<file path="src/hdl/regbank_pkg.sv">
package regbank_pkg;

    // Register offsets within one channel.
    localparam logic [7:0] OFS_IDENT = 8'h00;
    localparam logic [7:0] OFS_SLOT1 = 8'h01;
    localparam logic [7:0] OFS_CEIL = 8'h02;
    localparam logic [7:0] OFS_SKIP = 8'h03;
    localparam logic [7:0] OFS_STATUS = 8'h04;
    localparam logic [7:0] OFS_SWCFG = 8'h05;
    localparam logic [7:0] OFS_RAMP = 8'h06;
    localparam logic [7:0] OFS_TARGET = 8'h07;
    localparam logic [7:0] OFS_LAST = 8'h07;

    // Field positions.
    localparam int STAT_CEIL_ERR_BIT = 1;
    localparam int SKIP_SEL_LSB = 6;

    // Reset values and the skip write mask.
    localparam logic [7:0] RST_SLOT1 = 8'h00;
    localparam logic [7:0] RST_SKIP_LOW = 8'h10;
    localparam logic [7:0] SKIP_WMASK = 8'hC0;
    localparam logic [7:0] RST_ZERO = 8'h00;

    // Slave addresses of the two channels (7-bit).
    localparam logic [6:0] SLAVE_ADDR_CH0 = 7'h38;
    localparam logic [6:0] SLAVE_ADDR_CH1 = 7'h39;
    localparam int NUM_CHANNELS = 2;

    // Per-channel defaults, loaded from the programmed store after reset release.
    typedef struct packed {
        logic [7:0] ceiling;
        logic [7:0] skip;
        logic [7:0] swcfg;
        logic [7:0] ramp;
        logic [7:0] target;
        logic [7:0] comp;
    } chan_defaults_t;

    // One write request from the serial front end.
    typedef struct packed {
        logic valid;
        logic chan;
        logic [7:0] offset;
        logic [7:0] data;
    } wr_req_t;

    // Channel outputs to the regulator.
    typedef struct packed {
        logic [7:0] applied_code;
        logic ceiling_error_flag;
        logic [1:0] skip_threshold_select;
        logic [7:0] swcfg;
        logic [7:0] ramp;
        logic [7:0] comp;
    } chan_out_t;

endpackage

</file>
<file path="src/hdl/serial_slave.sv">
`timescale 1ns/100ps
// Two-wire serial slave: START/STOP detect, address match, register pointer,
// data byte, acknowledge and read shifting. Writes are issued on the rising
// data edge after the acknowledge slot, or at the STOP edge.
module serial_slave
    import regbank_pkg::*;
(
    input wire logic mclk_i,
    input wire logic rst_i,
    input wire logic scl_i,
    input wire logic sda_i,
    output logic sda_o,
    output logic sda_oe_o,
    input wire logic [7:0] rd_data_i,
    output regbank_pkg::wr_req_t wr_o,
    output logic [7:0] rd_ptr_o,
    output logic rd_chan_o
);
    typedef enum logic [4:0] {
        ST_IDLE = 5'b00001,
        ST_ADDR = 5'b00010,
        ST_PTR = 5'b00100,
        ST_DATA = 5'b01000,
        ST_READ = 5'b10000
    } phase_t;

    typedef struct packed {
        phase_t phase;
        logic scl;
        logic sda;
        logic [3:0] bitn;
        logic [7:0] sh;
        logic ack;
        logic chan;
        logic [7:0] ptr;
        logic pend;
        logic [7:0] pdata;
        logic [7:0] pptr;
        logic pchan;
        logic oe;
        wr_req_t wr;
    } st_t;

    st_t q, d;

    always_comb begin
        logic rise, fall, start, stop;
        rise = scl_i & ~q.scl;
        fall = ~scl_i & q.scl;
        start = scl_i & q.scl & q.sda & ~sda_i;
        stop = scl_i & q.scl & ~q.sda & sda_i;
        d = q;
        d.scl = scl_i;
        d.sda = sda_i;
        d.wr = '0;
        // A held byte is committed on the next rising data edge.
        if (q.pend && sda_i && !q.sda) begin
            d.pend = 1'b0;
            d.wr = '{valid: 1'b1, chan: q.pchan, offset: q.pptr, data: q.pdata};
        end
        if (start) begin
            d.phase = ST_ADDR;
            // The clock fall that closes a START carries no bit, so the count
            // starts one below zero and that fall brings it to zero.
            d.bitn = 4'hF;
            d.oe = 1'b0;
        end else if (stop) begin
            d.phase = ST_IDLE;
            d.oe = 1'b0;
        end else if (q.phase != ST_IDLE) begin
            if (rise && q.bitn < 4'h8) begin
                d.sh = {q.sh[6:0], sda_i};
            end
            if (fall) begin
                d.bitn = q.bitn + 4'h1;
                d.oe = 1'b0;
                if (q.bitn == 4'h7 && q.phase != ST_READ) begin
                    d.ack = 1'b1;
                    unique case (q.phase)
                        ST_ADDR: begin
                            // Only the two channel addresses answer.
                            d.ack = q.sh[7:1] == SLAVE_ADDR_CH0
                                 || q.sh[7:1] == SLAVE_ADDR_CH1;
                            d.chan = q.sh[7:1] == SLAVE_ADDR_CH1;
                        end
                        ST_PTR: d.ptr = q.sh;
                        ST_DATA: begin
                            d.pend = 1'b1;
                            d.pdata = q.sh;
                            d.pptr = q.ptr;
                            d.pchan = q.chan;
                        end
                        default: d.ack = 1'b0;
                    endcase
                    d.oe = d.ack;
                end else if (q.bitn == 4'h8) begin
                    d.bitn = 4'h0;
                    // A refused address, or a read byte refused by the master,
                    // frees the line so that the master can end the frame.
                    if (!q.ack || (q.phase == ST_READ && q.sda)) begin
                        d.phase = ST_IDLE;
                    end else if (q.phase == ST_ADDR) begin
                        d.phase = q.sh[0] ? ST_READ : ST_PTR;
                    end else if (q.phase == ST_PTR) begin
                        d.phase = ST_DATA;
                    end else if (q.phase == ST_DATA) begin
                        d.phase = ST_PTR;
                    end
                    if (d.phase == ST_READ) begin
                        d.sh = rd_data_i;
                        d.oe = ~rd_data_i[7];
                    end
                end else if (q.phase == ST_READ && q.bitn < 4'h7) begin
                    // The outgoing byte shifts along with the line, so its top
                    // bit is always the next one to drive.
                    d.oe = ~q.sh[7];
                end
            end
        end
        if (start && q.pend) begin
            d.pend = q.pend;
        end
    end

    always_ff @(posedge mclk_i) begin
        if (rst_i) begin
            q <= '{phase: ST_IDLE, scl: 1'b1, sda: 1'b1, default: '0};
        end else begin
            q <= d;
        end
    end

    assign sda_o = 1'b0;
    assign sda_oe_o = q.oe;
    assign wr_o = q.wr;
    assign rd_ptr_o = q.ptr;
    assign rd_chan_o = q.chan;
endmodule

</file>
<file path="src/hdl/regbank_top.sv">
`timescale 1ns/100ps
module regbank_top
    import regbank_pkg::*;
#(
    parameter logic [3:0] DEV_CODE_CH0 = 4'hA, // Arbitrary value.
    parameter logic [3:0] DEV_CODE_CH1 = 4'hB, // Arbitrary value.
    parameter logic [3:0] REV_CODE = 4'h1 // Arbitrary value.
) (
    input wire logic mclk_i,
    input wire logic rst_i,
    input wire logic scl_i,
    input wire logic sda_i,
    output logic sda_o,
    output logic sda_oe_o,
    input wire regbank_pkg::chan_defaults_t [1:0] otp_i,
    output regbank_pkg::chan_out_t [1:0] chan_o
);
    import regbank_pkg::*;

    typedef struct packed {
        logic [7:0] slot1;
        logic [7:0] ceiling;
        logic [7:0] skip;
        logic [7:0] swcfg;
        logic [7:0] ramp;
        logic [7:0] target;
        logic [7:0] comp;
    } chan_regs_t;

    typedef struct packed {
        logic loaded;
        chan_regs_t [1:0] regs;
        chan_out_t [1:0] outs;
        logic [7:0] rd;
        logic sda_oe;
    } state_t;

    state_t q, d;
    wr_req_t wr;
    logic [7:0] rd_ptr;
    logic rd_chan;
    logic link_oe;
    logic link_sda;

    function automatic logic over_ceiling(input chan_regs_t r);
        return r.target > r.ceiling;
    endfunction

    function automatic logic [7:0] read_reg(input chan_regs_t r, input logic ch,
                                            input logic [7:0] ofs);
        logic [7:0] v;
        v = RST_ZERO;
        unique case (ofs)
            OFS_IDENT: v = {ch ? DEV_CODE_CH1 : DEV_CODE_CH0, REV_CODE};
            OFS_SLOT1: v = r.slot1;
            OFS_CEIL: v = r.ceiling;
            OFS_SKIP: v = r.skip;
            OFS_STATUS: v = 8'(over_ceiling(r)) << STAT_CEIL_ERR_BIT;
            OFS_SWCFG: v = r.swcfg;
            OFS_RAMP: v = r.ramp;
            OFS_TARGET: v = r.target;
            default: v = RST_ZERO;
        endcase
        return v;
    endfunction

    serial_slave u_link (
        .mclk_i(mclk_i),
        .rst_i(rst_i),
        .scl_i(scl_i),
        .sda_i(sda_i),
        .sda_o(link_sda),
        .sda_oe_o(link_oe),
        .rd_data_i(q.rd),
        .wr_o(wr),
        .rd_ptr_o(rd_ptr),
        .rd_chan_o(rd_chan)
    );

    always_comb begin
        d = q;
        d.sda_oe = link_oe;
        // Defaults are taken one cycle after reset release, never under reset.
        if (!q.loaded) begin
            d.loaded = 1'b1;
            for (int c = 0; c < NUM_CHANNELS; c++) begin
                d.regs[c].slot1 = RST_SLOT1;
                d.regs[c].ceiling = otp_i[c].ceiling;
                d.regs[c].skip = (otp_i[c].skip & SKIP_WMASK) | RST_SKIP_LOW;
                d.regs[c].swcfg = otp_i[c].swcfg;
                d.regs[c].ramp = otp_i[c].ramp;
                d.regs[c].target = otp_i[c].target;
                d.regs[c].comp = otp_i[c].comp;
            end
        end else if (wr.valid) begin
            unique case (wr.offset)
                OFS_SLOT1: d.regs[wr.chan].slot1 = wr.data;
                OFS_CEIL: d.regs[wr.chan].ceiling = wr.data;
                OFS_SKIP: d.regs[wr.chan].skip = (wr.data & SKIP_WMASK) | RST_SKIP_LOW;
                OFS_SWCFG: d.regs[wr.chan].swcfg = wr.data;
                OFS_RAMP: d.regs[wr.chan].ramp = wr.data;
                OFS_TARGET: d.regs[wr.chan].target = wr.data;
                default: d.regs[wr.chan].slot1 = q.regs[wr.chan].slot1;
            endcase
        end
        d.rd = read_reg(q.regs[rd_chan], rd_chan, rd_ptr);
        for (int c = 0; c < NUM_CHANNELS; c++) begin
            d.outs[c].ceiling_error_flag = over_ceiling(q.regs[c]);
            // Clamping keeps the regulator inside its ceiling even while the
            // fault stands, so a bad write cannot overdrive the load.
            d.outs[c].applied_code = over_ceiling(q.regs[c]) ?
                q.regs[c].ceiling : q.regs[c].target;
            d.outs[c].skip_threshold_select = q.regs[c].skip[SKIP_SEL_LSB +: 2];
            d.outs[c].swcfg = q.regs[c].swcfg;
            d.outs[c].ramp = q.regs[c].ramp;
            d.outs[c].comp = q.regs[c].comp;
        end
    end

    always_ff @(posedge mclk_i) begin
        if (rst_i) begin
            q <= '0;
        end else begin
            q <= d;
        end
    end

    assign sda_o = link_sda;
    assign sda_oe_o = q.sda_oe;
    assign chan_o = q.outs;
endmodule

</file>
<file path="config.mk">
export PLATFORM = sky130hd
export DESIGN_NAME = regbank_top
export DESIGN_NICKNAME = d
export VERILOG_FILES = /design/src/hdl/regbank_pkg.sv /design/src/hdl/serial_slave.sv /design/src/hdl/regbank_top.sv
export SDC_FILE = /design/constraint.sdc
export NUM_CORES = 1
export LEC_CHECK = 0
export BUFFER_PORTS_ARGS = -buffer_cell sky130_fd_sc_hd__buf_2
export CAP_MARGIN = 15
export CORE_MARGIN = 1.5
export CORE_UTILIZATION = 47
export CTS_BUF_LIST = sky130_fd_sc_hd__clkbuf_4 sky130_fd_sc_hd__clkbuf_8
export DETAILED_ROUTE_END_ITERATION = 8
export PLACE_DENSITY = 0.67
export RECOVER_POWER = 50
export SLEW_MARGIN = 20
export SYNTH_ARGS = -nofsm -noshare
export SYNTH_HDL_FRONTEND = slang
export SYNTH_HIERARCHICAL = 1
export SYNTH_SLANG_ARGS = --single-unit
</file>
<file path="constraint.sdc">
create_clock -name mclk_i -period 3.1 [get_ports mclk_i]
set_input_delay 0.31 -clock mclk_i [delete_from_list [all_inputs] [get_ports mclk_i]]
set_output_delay 0.31 -clock mclk_i [all_outputs]
set_load 0.005 [all_outputs]
</file>
==> impl_metrics.tcl, run 1 <==
set metrics [dict create \
    clock-root-buffer "clkbuf_8" \
    ys_ff_latch 258 \
    place_inst 1670 \
    track_usage_pct 23.5 \
    hold_viol_final 0 \
    crit_chain "dlygate4sd2_1, clkbuf_2, nor3b_1, buf_4, and2_0" \
    ant_nets 0 \
    async_flop_share_pct 0 \
    peakVddDrop_mv 0.480 \
    rsz0062_at_grt "no" \
    fin_nets 1525 \
    rows 59 \
    power.total_w 0.00751 \
    holdPathStages 3 \
    fp.dieH_microns 165 \
    timing.rr.end "u_link/q[20]" \
    fin_crit_ns 2.60 \
    finalCritPeriodShare_pct 83.8 \
    grt_max_degree 133 \
    gr-total-overflow 0 \
    layoutNonFillerInstCount 1764 \
    drt-total-wl_mm 32.9 \
    synth.avg_cell_area_sq_um 9.19 \
    cts.sinks 258 \
    finClkSkew_ns 0.0278 \
    cts_tree "built" \
    synth_nets 1470 \
    initial_core_util_pct 47.7 \
    startpoint_type "input port" \
    hold_slack_ns 0.0229 \
    regArea_sq_um 5170 \
    ys_seq_area_share_pct 41.8 \
    final_max_slew_viol_count 133 \
    powerDensity_nw_per_um2 551 \
    cts-buffers-inserted 43 \
    reg2regPathDepth 5 \
    clockBufferDepth 3 \
    wl_per_cell_microns 18.6 \
    hold_path_startpoint "otp_i[30]" \
    setup_tns_ns 0 \
    worst_pin_slew_ns 1.73 \
    viasPerCell 5.57 \
    seq_power_share_pct 47.9 \
    syn2layout_area_growth_pct 10.3 \
    drc 0 \
    p_leak_nw 5.49 \
    multi_input_area_sq_um 5940 \
    clock_latency_ns 0.57 \
    grt_pass1_wl_mm 49.8 \
    drtPass1Iterations 5 \
    clkTransAtPathRegs_ns 0.06 \
    cp.required_ns 3.54 \
    drt_iter0_drc 931 \
    antenna_cells 0 \
    grt_pass1_vias 8855 \
    fillers 2403 \
    die_area_sq_um 27300 \
    die_x_microns 165 \
    finalSetupViolCount 0 \
    preCtsSetupSlack_ns 0.704 \
    place_congestion 0.929 \
    r2r_start "u_link/q[63]" \
    cp-end-kind "flip-flop" \
    finalWorstSetupSlack_ns 0.501 \
    core-area_sq_um 25900 \
    ys_types 78 \
    io_buffer_count 158 \
    combPwrFrac_pct 9.2 \
    intPower_w 0.00564 \
    r2r_setup_slack_ns 0.55 \
    critPathMaxStageDelay_ns 1.09 \
    crit_path_top_delay_cell "clkbuf_2" \
    hold_class "input port to flip-flop" \
    ys.flop_type "dfxtp_1" \
    hold_end "d[31]" \
    status "finished, violations left" \
    criticalPathCategory "input port to flip-flop" \
    p_clk_share_pct 42.8 \
    synth_area_sq_um 12400 \
    synth_cells 1344 \
    p_sw_w 0.00187 \
    vias 9821 \
    htreeDepth 2 \
    worstPathMaxFanout 55 \
    synth_edf_count 0 \
    fmax_mhz 385 \
    antenna_found_initial 1 \
    yosysWarnings 6 \
    crit_arrival_ns 3.03 \
    p_sw_share_pct 25.0 \
    cap_violations 1 \
    drive_gt1_share_pct 18.3 \
    relSlewSlack_pct -15.1 \
    hpwl_mm 22.3 \
    violations "max-capacitance violations, max-slew violations" \
    io_pins 172 \
]
layer usage:
layer	share of wire, %	track usage (%)	wire length [microns]
met5	0	0	0
met4	2.6	7.99	843
met3	7.3	3.87	2400
met2	45	37.2	14900
met1	45	32.4	14700
placed cells by master (no fill, tap or decap), drive strengths merged, types with 35 or more instances in the layout:
master / netlist / final
dfxtp: 258 / 258
nor2: 163 / 163
mux2i: 132 / 132
clkbuf: 63 / 124
buf: 123 / 121
nand2: 115 / 115
nor2b: 68 / 68
o21ai: 57 / 57
a311oi: 49 / 49
and2: 35 / 35
cells by family (layout without fill, tap and decap cells):
logic type / after synthesis / count (layout) / synth area share [%]
and+or+nand+nor: 461 / 461 / 19.0
other: 1 / 1 / 0.0304
AOI/OAI and AO/OA: 232 / 232 / 13.6
buffers and inverters: 212 / 297 / 10.0
adders and majority gates: 26 / 26 / 2.63
muxes: 153 / 153 / 12.8
DFF: 258 / 258 / 41.8
xor gates and xnor gates: 1 / 1 / 0.0709
what timing repair did:
item,CTS,global route
gates resized for setup,0,0
setup buffers,0,0
hold endpoints to repair,19,0
hold buffers,19,0
how the worst max path moves through the flow:
stage                          start         endpoint  depth (start not counted)
floorplan           u_link/rd_chan_o             q[2]                         10
global placement              q[177]       chan_o[68]                          7
detailed placement      u_link/q[55]     u_link/q[49]                          7
CTS                     u_link/q[55]     u_link/q[49]                          7
global route                   rst_i  u_link/wr_o[12]                          5
finish                         rst_i  u_link/wr_o[12]                          5
power by group through the flow:
stage	Combinational, W	Clock [W]	Sequential (W)
floorplan	0.000546	0	0.00360
global placement	0.000663	0	0.00366
detailed placement	0.000679	0	0.00367
CTS	0.000700	0.00327	0.00360
global route	0.000773	0.00342	0.00361
finish	0.000693	0.00322	0.00360
cells in the mapped netlist, drive strengths merged, types with 5 or more instances:
master	instances	share of area [%]
nand3	12	0.57
a221oi	5	0.35
a31oi	14	0.71
nand4	5	0.25
clkbuf	63	1.9
a21o	5	0.30
buf	123	7.3
nor2b	68	3.4
nor4b	5	0.63
inv	26	0.79
mux2	19	1.7
o21ai	57	2.4
a21oi	31	1.3
a22o	5	0.35
a22oi	8	0.53
a2111oi	10	1.1
nor3	16	0.83
ha	26	2.6
nor3b	7	0.55
nand2	115	3.5
o22ai	21	1.1
a311oi	49	3.5
dfxtp	258	42
nor2	163	5.0
and2	35	1.8
nand2b	7	0.35
mux2i	132	11
worst max-delay path: cells and delay by family:
kind | cells | cell delay (ns)
buffers and inverters | 3 | 2.39
and+or+nand+nor | 2 | 0.29
per-stage QoR:
step | util [%] | area [sq um]
floorplan | - | 12400
global placement | 48.6 | 12600
detailed placement | 48.6 | 12600
CTS | 52.9 | 13700
global route | 52.6 | 13600
finish | 52.6 | 13600
final cells by class:
type	count	area share, %
repair buffers	196	7.78
multi-input cells	874	43.6
inverters	26	0.716
well taps	335	3.08
clock inverters	6	0.579
flip-flops and latches	258	37.9
clock buffers	69	6.28
(Power assumes the default switching activity.)
==> run 2: changes to the inputs <==
--- a/config.mk
+++ b/config.mk
@@ -11,7 +11,7 @@
 export CORE_UTILIZATION = 47
 export CTS_BUF_LIST = sky130_fd_sc_hd__clkbuf_4 sky130_fd_sc_hd__clkbuf_8
 export DETAILED_ROUTE_END_ITERATION = 8
-export PLACE_DENSITY = 0.67
+export PLACE_DENSITY = 0.7
 export RECOVER_POWER = 50
 export SLEW_MARGIN = 20
 export SYNTH_ARGS = -nofsm -noshare
==> constraint.sdc (replaced) <==
create_clock -name mclk_i -period 2.2 [get_ports mclk_i]
set_input_delay 0.22 -clock mclk_i [delete_from_list [all_inputs] [get_ports mclk_i]]
set_output_delay 0.22 -clock mclk_i [all_outputs]
set_load 0.005 [all_outputs]
==> run 2 against run 1 <==
  * The run now ends clean
  * Via count grew 6.3%
  * Combinational power grew 70%
  * Clock skew grew 0.023 ns
  * Largest cell class unchanged
  * Setup slack lost 0.37 ns
  * Largest power group unchanged
  * Global-route usage grew 2.6 points
  * Clock power grew 40%
==> impl_metrics.tcl, run 2 (synthesis gave the netlist of run 1 again) <==
set metrics [dict create \
    grt_max_degree 133 \
    hold_path_startpoint "otp_i[95]" \
    cts_tree "built" \
    initial_core_util_pct 47.7 \
    hold_class "input port to flip-flop" \
    finalCritPeriodShare_pct 93.9 \
    r2r_setup_slack_ns 0.13 \
    drt_iter0_drc 1080 \
    cts.sinks 258 \
    io_pins 172 \
    grt_pass1_wl_mm 55.2 \
    final_cell_mix "dfxtp_1 (256), nor2_1 (159), mux2i_1 (132), nand2_1 (115), buf_2 (97)" \
    final_common_cell "dfxtp_1" \
    clkTransAtPathRegs_ns 0.06 \
    use_met2_pct 42.9 \
    gr-total-overflow 0 \
    clockBufferDepth 3 \
    io_buffer_count 158 \
    place_congestion 0.943 \
    powerDensity_nw_per_um2 730 \
    post_dp_cell_area_sq_um 13100 \
    worst_pin_slew_ns 1.34 \
    rows 59 \
    die_area_sq_um 27300 \
    timing.rr.end "q[126]" \
    hold_end "q[182]" \
    p_leak_nw 6.03 \
    met1_usage_pct 33.9 \
    place_inst 1734 \
    peakVddDrop_mv 0.628 \
    fmax_mhz 484 \
    setup_tns_ns 0 \
    criticalPathCategory "flip-flop to flip-flop" \
    power.total_w 0.0107 \
    grt_pass1_vias 10200 \
    htreeDepth 2 \
    top_usage_layer "met2" \
    startpoint_type "flip-flop" \
    finalSetupViolCount 0 \
    finClkSkew_ns 0.0507 \
    ant_nets 0 \
    fillers 2260 \
    cap_violations 0 \
    core-area_sq_um 25900 \
    grtUsageMet3_pct 5.24 \
    die_x_microns 165 \
    reg2regPathDepth 6 \
    fin_crit_ns 2.07 \
    crit_arrival_ns 2.44 \
    status "finished clean" \
    final_max_slew_viol_count 0 \
    design_area_sq_um 14700 \
    hold_viol_final 0 \
    antenna_cells 0 \
    layoutNonFillerInstCount 1889 \
    relSlewSlack_pct 10.6 \
    rsz0062_at_grt "no" \
    drt-total-wl_mm 36.2 \
    holdPathStages 3 \
    cp.required_ns 2.58 \
    vias 10400 \
    drtPass1Iterations 5 \
    wl_per_cell_microns 19.2 \
    post_cts_buffers 0 \
    viasPerCell 5.53 \
    worstPathMaxFanout 8 \
    clock_latency_ns 0.58 \
    hpwl_mm 24.6 \
    antenna_found_initial 0 \
    fin_nets 1649 \
    cp-end-kind "flip-flop" \
    clock-root-buffer "clkbuf_8" \
    track_usage_pct 26.2 \
    final_core_util_pct 56.8 \
    drc 0 \
    cts-buffers-inserted 43 \
    syn2layout_area_growth_pct 19.2 \
    r2r_start "u_link/wr_o[13]" \
    fp.dieH_microns 165 \
    drive_gt1_share_pct 20.8 \
]
-- run 2: changes by cell type in the layout (fill, tap and decap cells not counted), sizes merged --
| cell | delta |
|---|---|
| buf | +58 |
| bufinv | +1 |
| clkbuf | -3 |
| clkinv | +11 |
| clkinvlp | +1 |
| dlygate4sd2 | -1 |
| dlygate4sd3 | +60 |
| inv | -2 |
-- run 2: power breakdown --
group	switching [W]	internal (W)
registers	0.000175	0.00488
logic	0.000596	0.000581
clock network	0.00201	0.00250
total	0.00278	0.00796
-- run 2: final cells by class --
class	instances	area [sq um]	area share [%]
Multi-Input combinational cell	874	5960	40.4
Clock buffer	59	762	5.18
Timing Repair Buffer	320	2170	14.7
Clock inverter	17	153	1.04
Sequential cell	258	5170	35.1
Inverter	26	97.6	0.663
Tap cell	335	419	2.85
-- run 2: repair_timing --
action                                  CTS  global route
hold buffers                             79             0
resized for setup                         1             5
hold endpoints to repair                 92             0
endpoints found under the setup margin    9            15
-- run 2: stage by stage --
stage          hold WS, ns  setup slack, ns
2_1_floorplan        0.327           0.0273
3_3_place_gp         0.436          -0.0156
3_5_place_dp         0.440           -0.102
4_1_cts            0.00880           0.0606
5_1_grt             0.0359          0.00465
6_report            0.0190            0.134
-- run 2: metal layers --
metal | up-vias | wire length, microns
met2 | 467 | 16600
met4 | 0 | 1120
li1 | 4961 | -
met3 | 81 | 3070
met1 | 4933 | 15400
met5 | - | 0
-- run 2: how the worst max path moves through the flow --
stage	startpoint	endpoint	slack [ns]	cells past startpoint
global route	u_link/rd_chan_o	q[2]	0.005	7
global placement	q[178]	chan_o[66]	-0.02	7
floorplan	u_link/rd_chan_o	q[2]	0.03	9
CTS	u_link/q[55]	u_link/q[47]	0.06	7
finish	u_link/wr_o[13]	q[126]	0.13	6
detailed placement	q[178]	chan_o[69]	-0.10	7
-- run 2: critical path, stage by stage, from the launching register on --
cell and delay (ns):
dfxtp_1 0.32, nor4_4 0.40, nor3b_2 0.39, nor3b_2 0.22
buf_4 0.22, mux2i_1 0.25, o22ai_1 0.12
==> run 3: changes to the inputs <==
==> constraint.sdc (replaced) <==
create_clock -name mclk_i -period 2.2 [get_ports mclk_i]
set_input_delay 0.22 -clock mclk_i [delete_from_list [all_inputs] [get_ports mclk_i]]
set_output_delay 0.22 -clock mclk_i [all_outputs]
set_load 0.01 [all_outputs]
==> run 3 against run 2 <==
  * Non-clock buffer count stayed put
  * First-iteration DRC count is 7.9% lower
  * Sequential power hardly changed
  * Register-to-register slack hardly changed
  * Setup slack worse by 0.011 ns
  * Wire length is 0.24% lower
  * Total power is 0.22% higher
  * Via count is 0.74% lower
  * Combinational power hardly changed
  * Critical endpoint unchanged
==> impl_metrics.tcl, run 3 (synthesis gave the netlist of run 1 again) <==
set metrics [dict create \
    status "finished clean" \
    cts.sinks 258 \
    cts_tree "built" \
    drtPass1Iterations 7 \
    crit_path_top_delay_cell "nor4_4" \
    hold_path_startpoint "otp_i[95]" \
    drive_gt1_share_pct 20.1 \
    cp-end-kind "flip-flop" \
    holdPathStages 3 \
    clockBufferDepth 3 \
    rsz0062_at_grt "no" \
    finalSetupViolCount 0 \
    relSlewSlack_pct 11.8 \
    grt_pass1_vias 10200 \
    r2r_setup_slack_ns 0.12 \
    top_usage_layer "met2" \
    htreeDepth 2 \
    final_common_cell "dfxtp_1" \
    worstPathMaxFanout 8 \
    drt_iter0_drc 995 \
    peakVddDrop_mv 0.630 \
    viasPerCell 5.49 \
    hold_class "input port to flip-flop" \
    cp.required_ns 2.58 \
    core-area_sq_um 25900 \
    crit_chain "nor4_4, nor3b_2, nor3b_2, buf_4, mux2i_1, o22ai_1" \
    fin_crit_ns 2.08 \
    fp.dieH_microns 165 \
    hold_viol_final 0 \
    powerDensity_nw_per_um2 732 \
    worst_pin_slew_ns 1.32 \
    io_buffer_count 158 \
    startpoint_type "flip-flop" \
    cap_violations 0 \
    timing.rr.end "q[126]" \
    hold_slack_ns 0.0162 \
    setup_tns_ns 0 \
    antenna_found_initial 0 \
    finalCritPeriodShare_pct 94.4 \
    vias 10400 \
    hpwl_mm 24.6 \
    layoutNonFillerInstCount 1889 \
    grt_pass1_wl_mm 55.2 \
    ant_nets 0 \
    gr-total-overflow 0 \
    drc 0 \
    die_area_sq_um 27300 \
    cts-buffers-inserted 43 \
    fin_nets 1649 \
    p_leak_nw 5.98 \
    power.total_w 0.0108 \
    final_cell_mix "dfxtp_1 (256), nor2_1 (159), mux2i_1 (132), nand2_1 (115), buf_2 (86)" \
    clkTransAtPathRegs_ns 0.06 \
    met1_usage_pct 33.9 \
    finClkSkew_ns 0.0496 \
    criticalPathCategory "flip-flop to flip-flop" \
    syn2layout_area_growth_pct 19.1 \
    place_congestion 0.943 \
    io_pins 172 \
    clock-root-buffer "clkbuf_8" \
    use_met2_pct 42.9 \
    reg2regPathDepth 6 \
    critPathMaxStageDelay_ns 0.40 \
    hold_end "q[182]" \
    initial_core_util_pct 47.7 \
    grtUsageMet3_pct 5.24 \
    crit_arrival_ns 2.46 \
    grt_max_degree 133 \
    r2r_start "u_link/wr_o[13]" \
    die_x_microns 165 \
    place_inst 1734 \
    final_max_slew_viol_count 0 \
    crit_top_cell "nor3b_2" \
    antenna_cells 0 \
    fmax_mhz 482 \
    clock_latency_ns 0.58 \
    rows 59 \
    track_usage_pct 26.2 \
    wl_per_cell_microns 19.1 \
    drt-total-wl_mm 36.1 \
]
## run 3: changes by cell type in the layout (fill, tap and decap cells not counted)
| cell | change |
|---|---|
| clkbuf_1 | +11 |
| buf_2 | -11 |
## run 3: final cells by class
class,instances,area [sq um]
clock buffers,59,762
multi-input cells,874,5960
inverters,26,97.6
fillers,2264,11200
flip-flops and latches,258,5170
clock inverters,17,153
repair buffers,320,2150
well taps,335,419
## run 3: worst max-delay path by stage
stage	start	to	slack, ns	cells past startpoint
2_1_floorplan	u_link/rd_chan_o	q[2]	0.03	9
3_5_place_dp	q[178]	chan_o[69]	-0.10	7
4_1_cts	u_link/q[55]	u_link/q[47]	0.06	7
5_1_grt	u_link/rd_chan_o	q[2]	0.005	7
6_report	u_link/wr_o[13]	q[126]	0.12	6
3_3_place_gp	q[178]	chan_o[66]	-0.02	7
## run 3: worst max-delay path: cells and delay by family, from the launching register on
family,cells,cell delay (ns)
compound gates,1,0.12
simple gates,3,1.01
mux,1,0.26
buf+inv,1,0.22
flops,1,0.32
## run 3: power breakdown
group          switching [W]  internal (W)  leakage, nW
logic               0.000622      0.000577         3.38
clock network        0.00201       0.00250        0.490
registers           0.000176       0.00488         2.11
total                0.00281       0.00796         5.98
## run 3: routing by layer
metal | routed length (microns) | part of all wire, %
met1 | 15500 | 43
met2 | 16600 | 46
met3 | 2880 | 8.0
met4 | 1110 | 3.1
met5 | 0 | 0
## run 3: metrics by stage
step / instance area, sq um / util (%) / setup slack (ns)
after floorplan: 12400 / - / 0.0273
after global placement: 13100 / 50.6 / -0.0156
final: 14700 / 56.8 / 0.123
after detailed placement: 13100 / 50.6 / -0.102
after CTS: 14800 / 57.2 / 0.0606
after global routing: 14700 / 56.8 / 0.00465
## run 3: timing repair
| item | 4_1_cts | 5_1_grt |
|---|---|---|
| endpoints found under the setup margin | 9 | 15 |
| resized for setup | 1 | 5 |
| setup buffers | 0 | 0 |
| hold buffers | 79 | 0 |
| endpoints found under the hold margin | 92 | 0 |
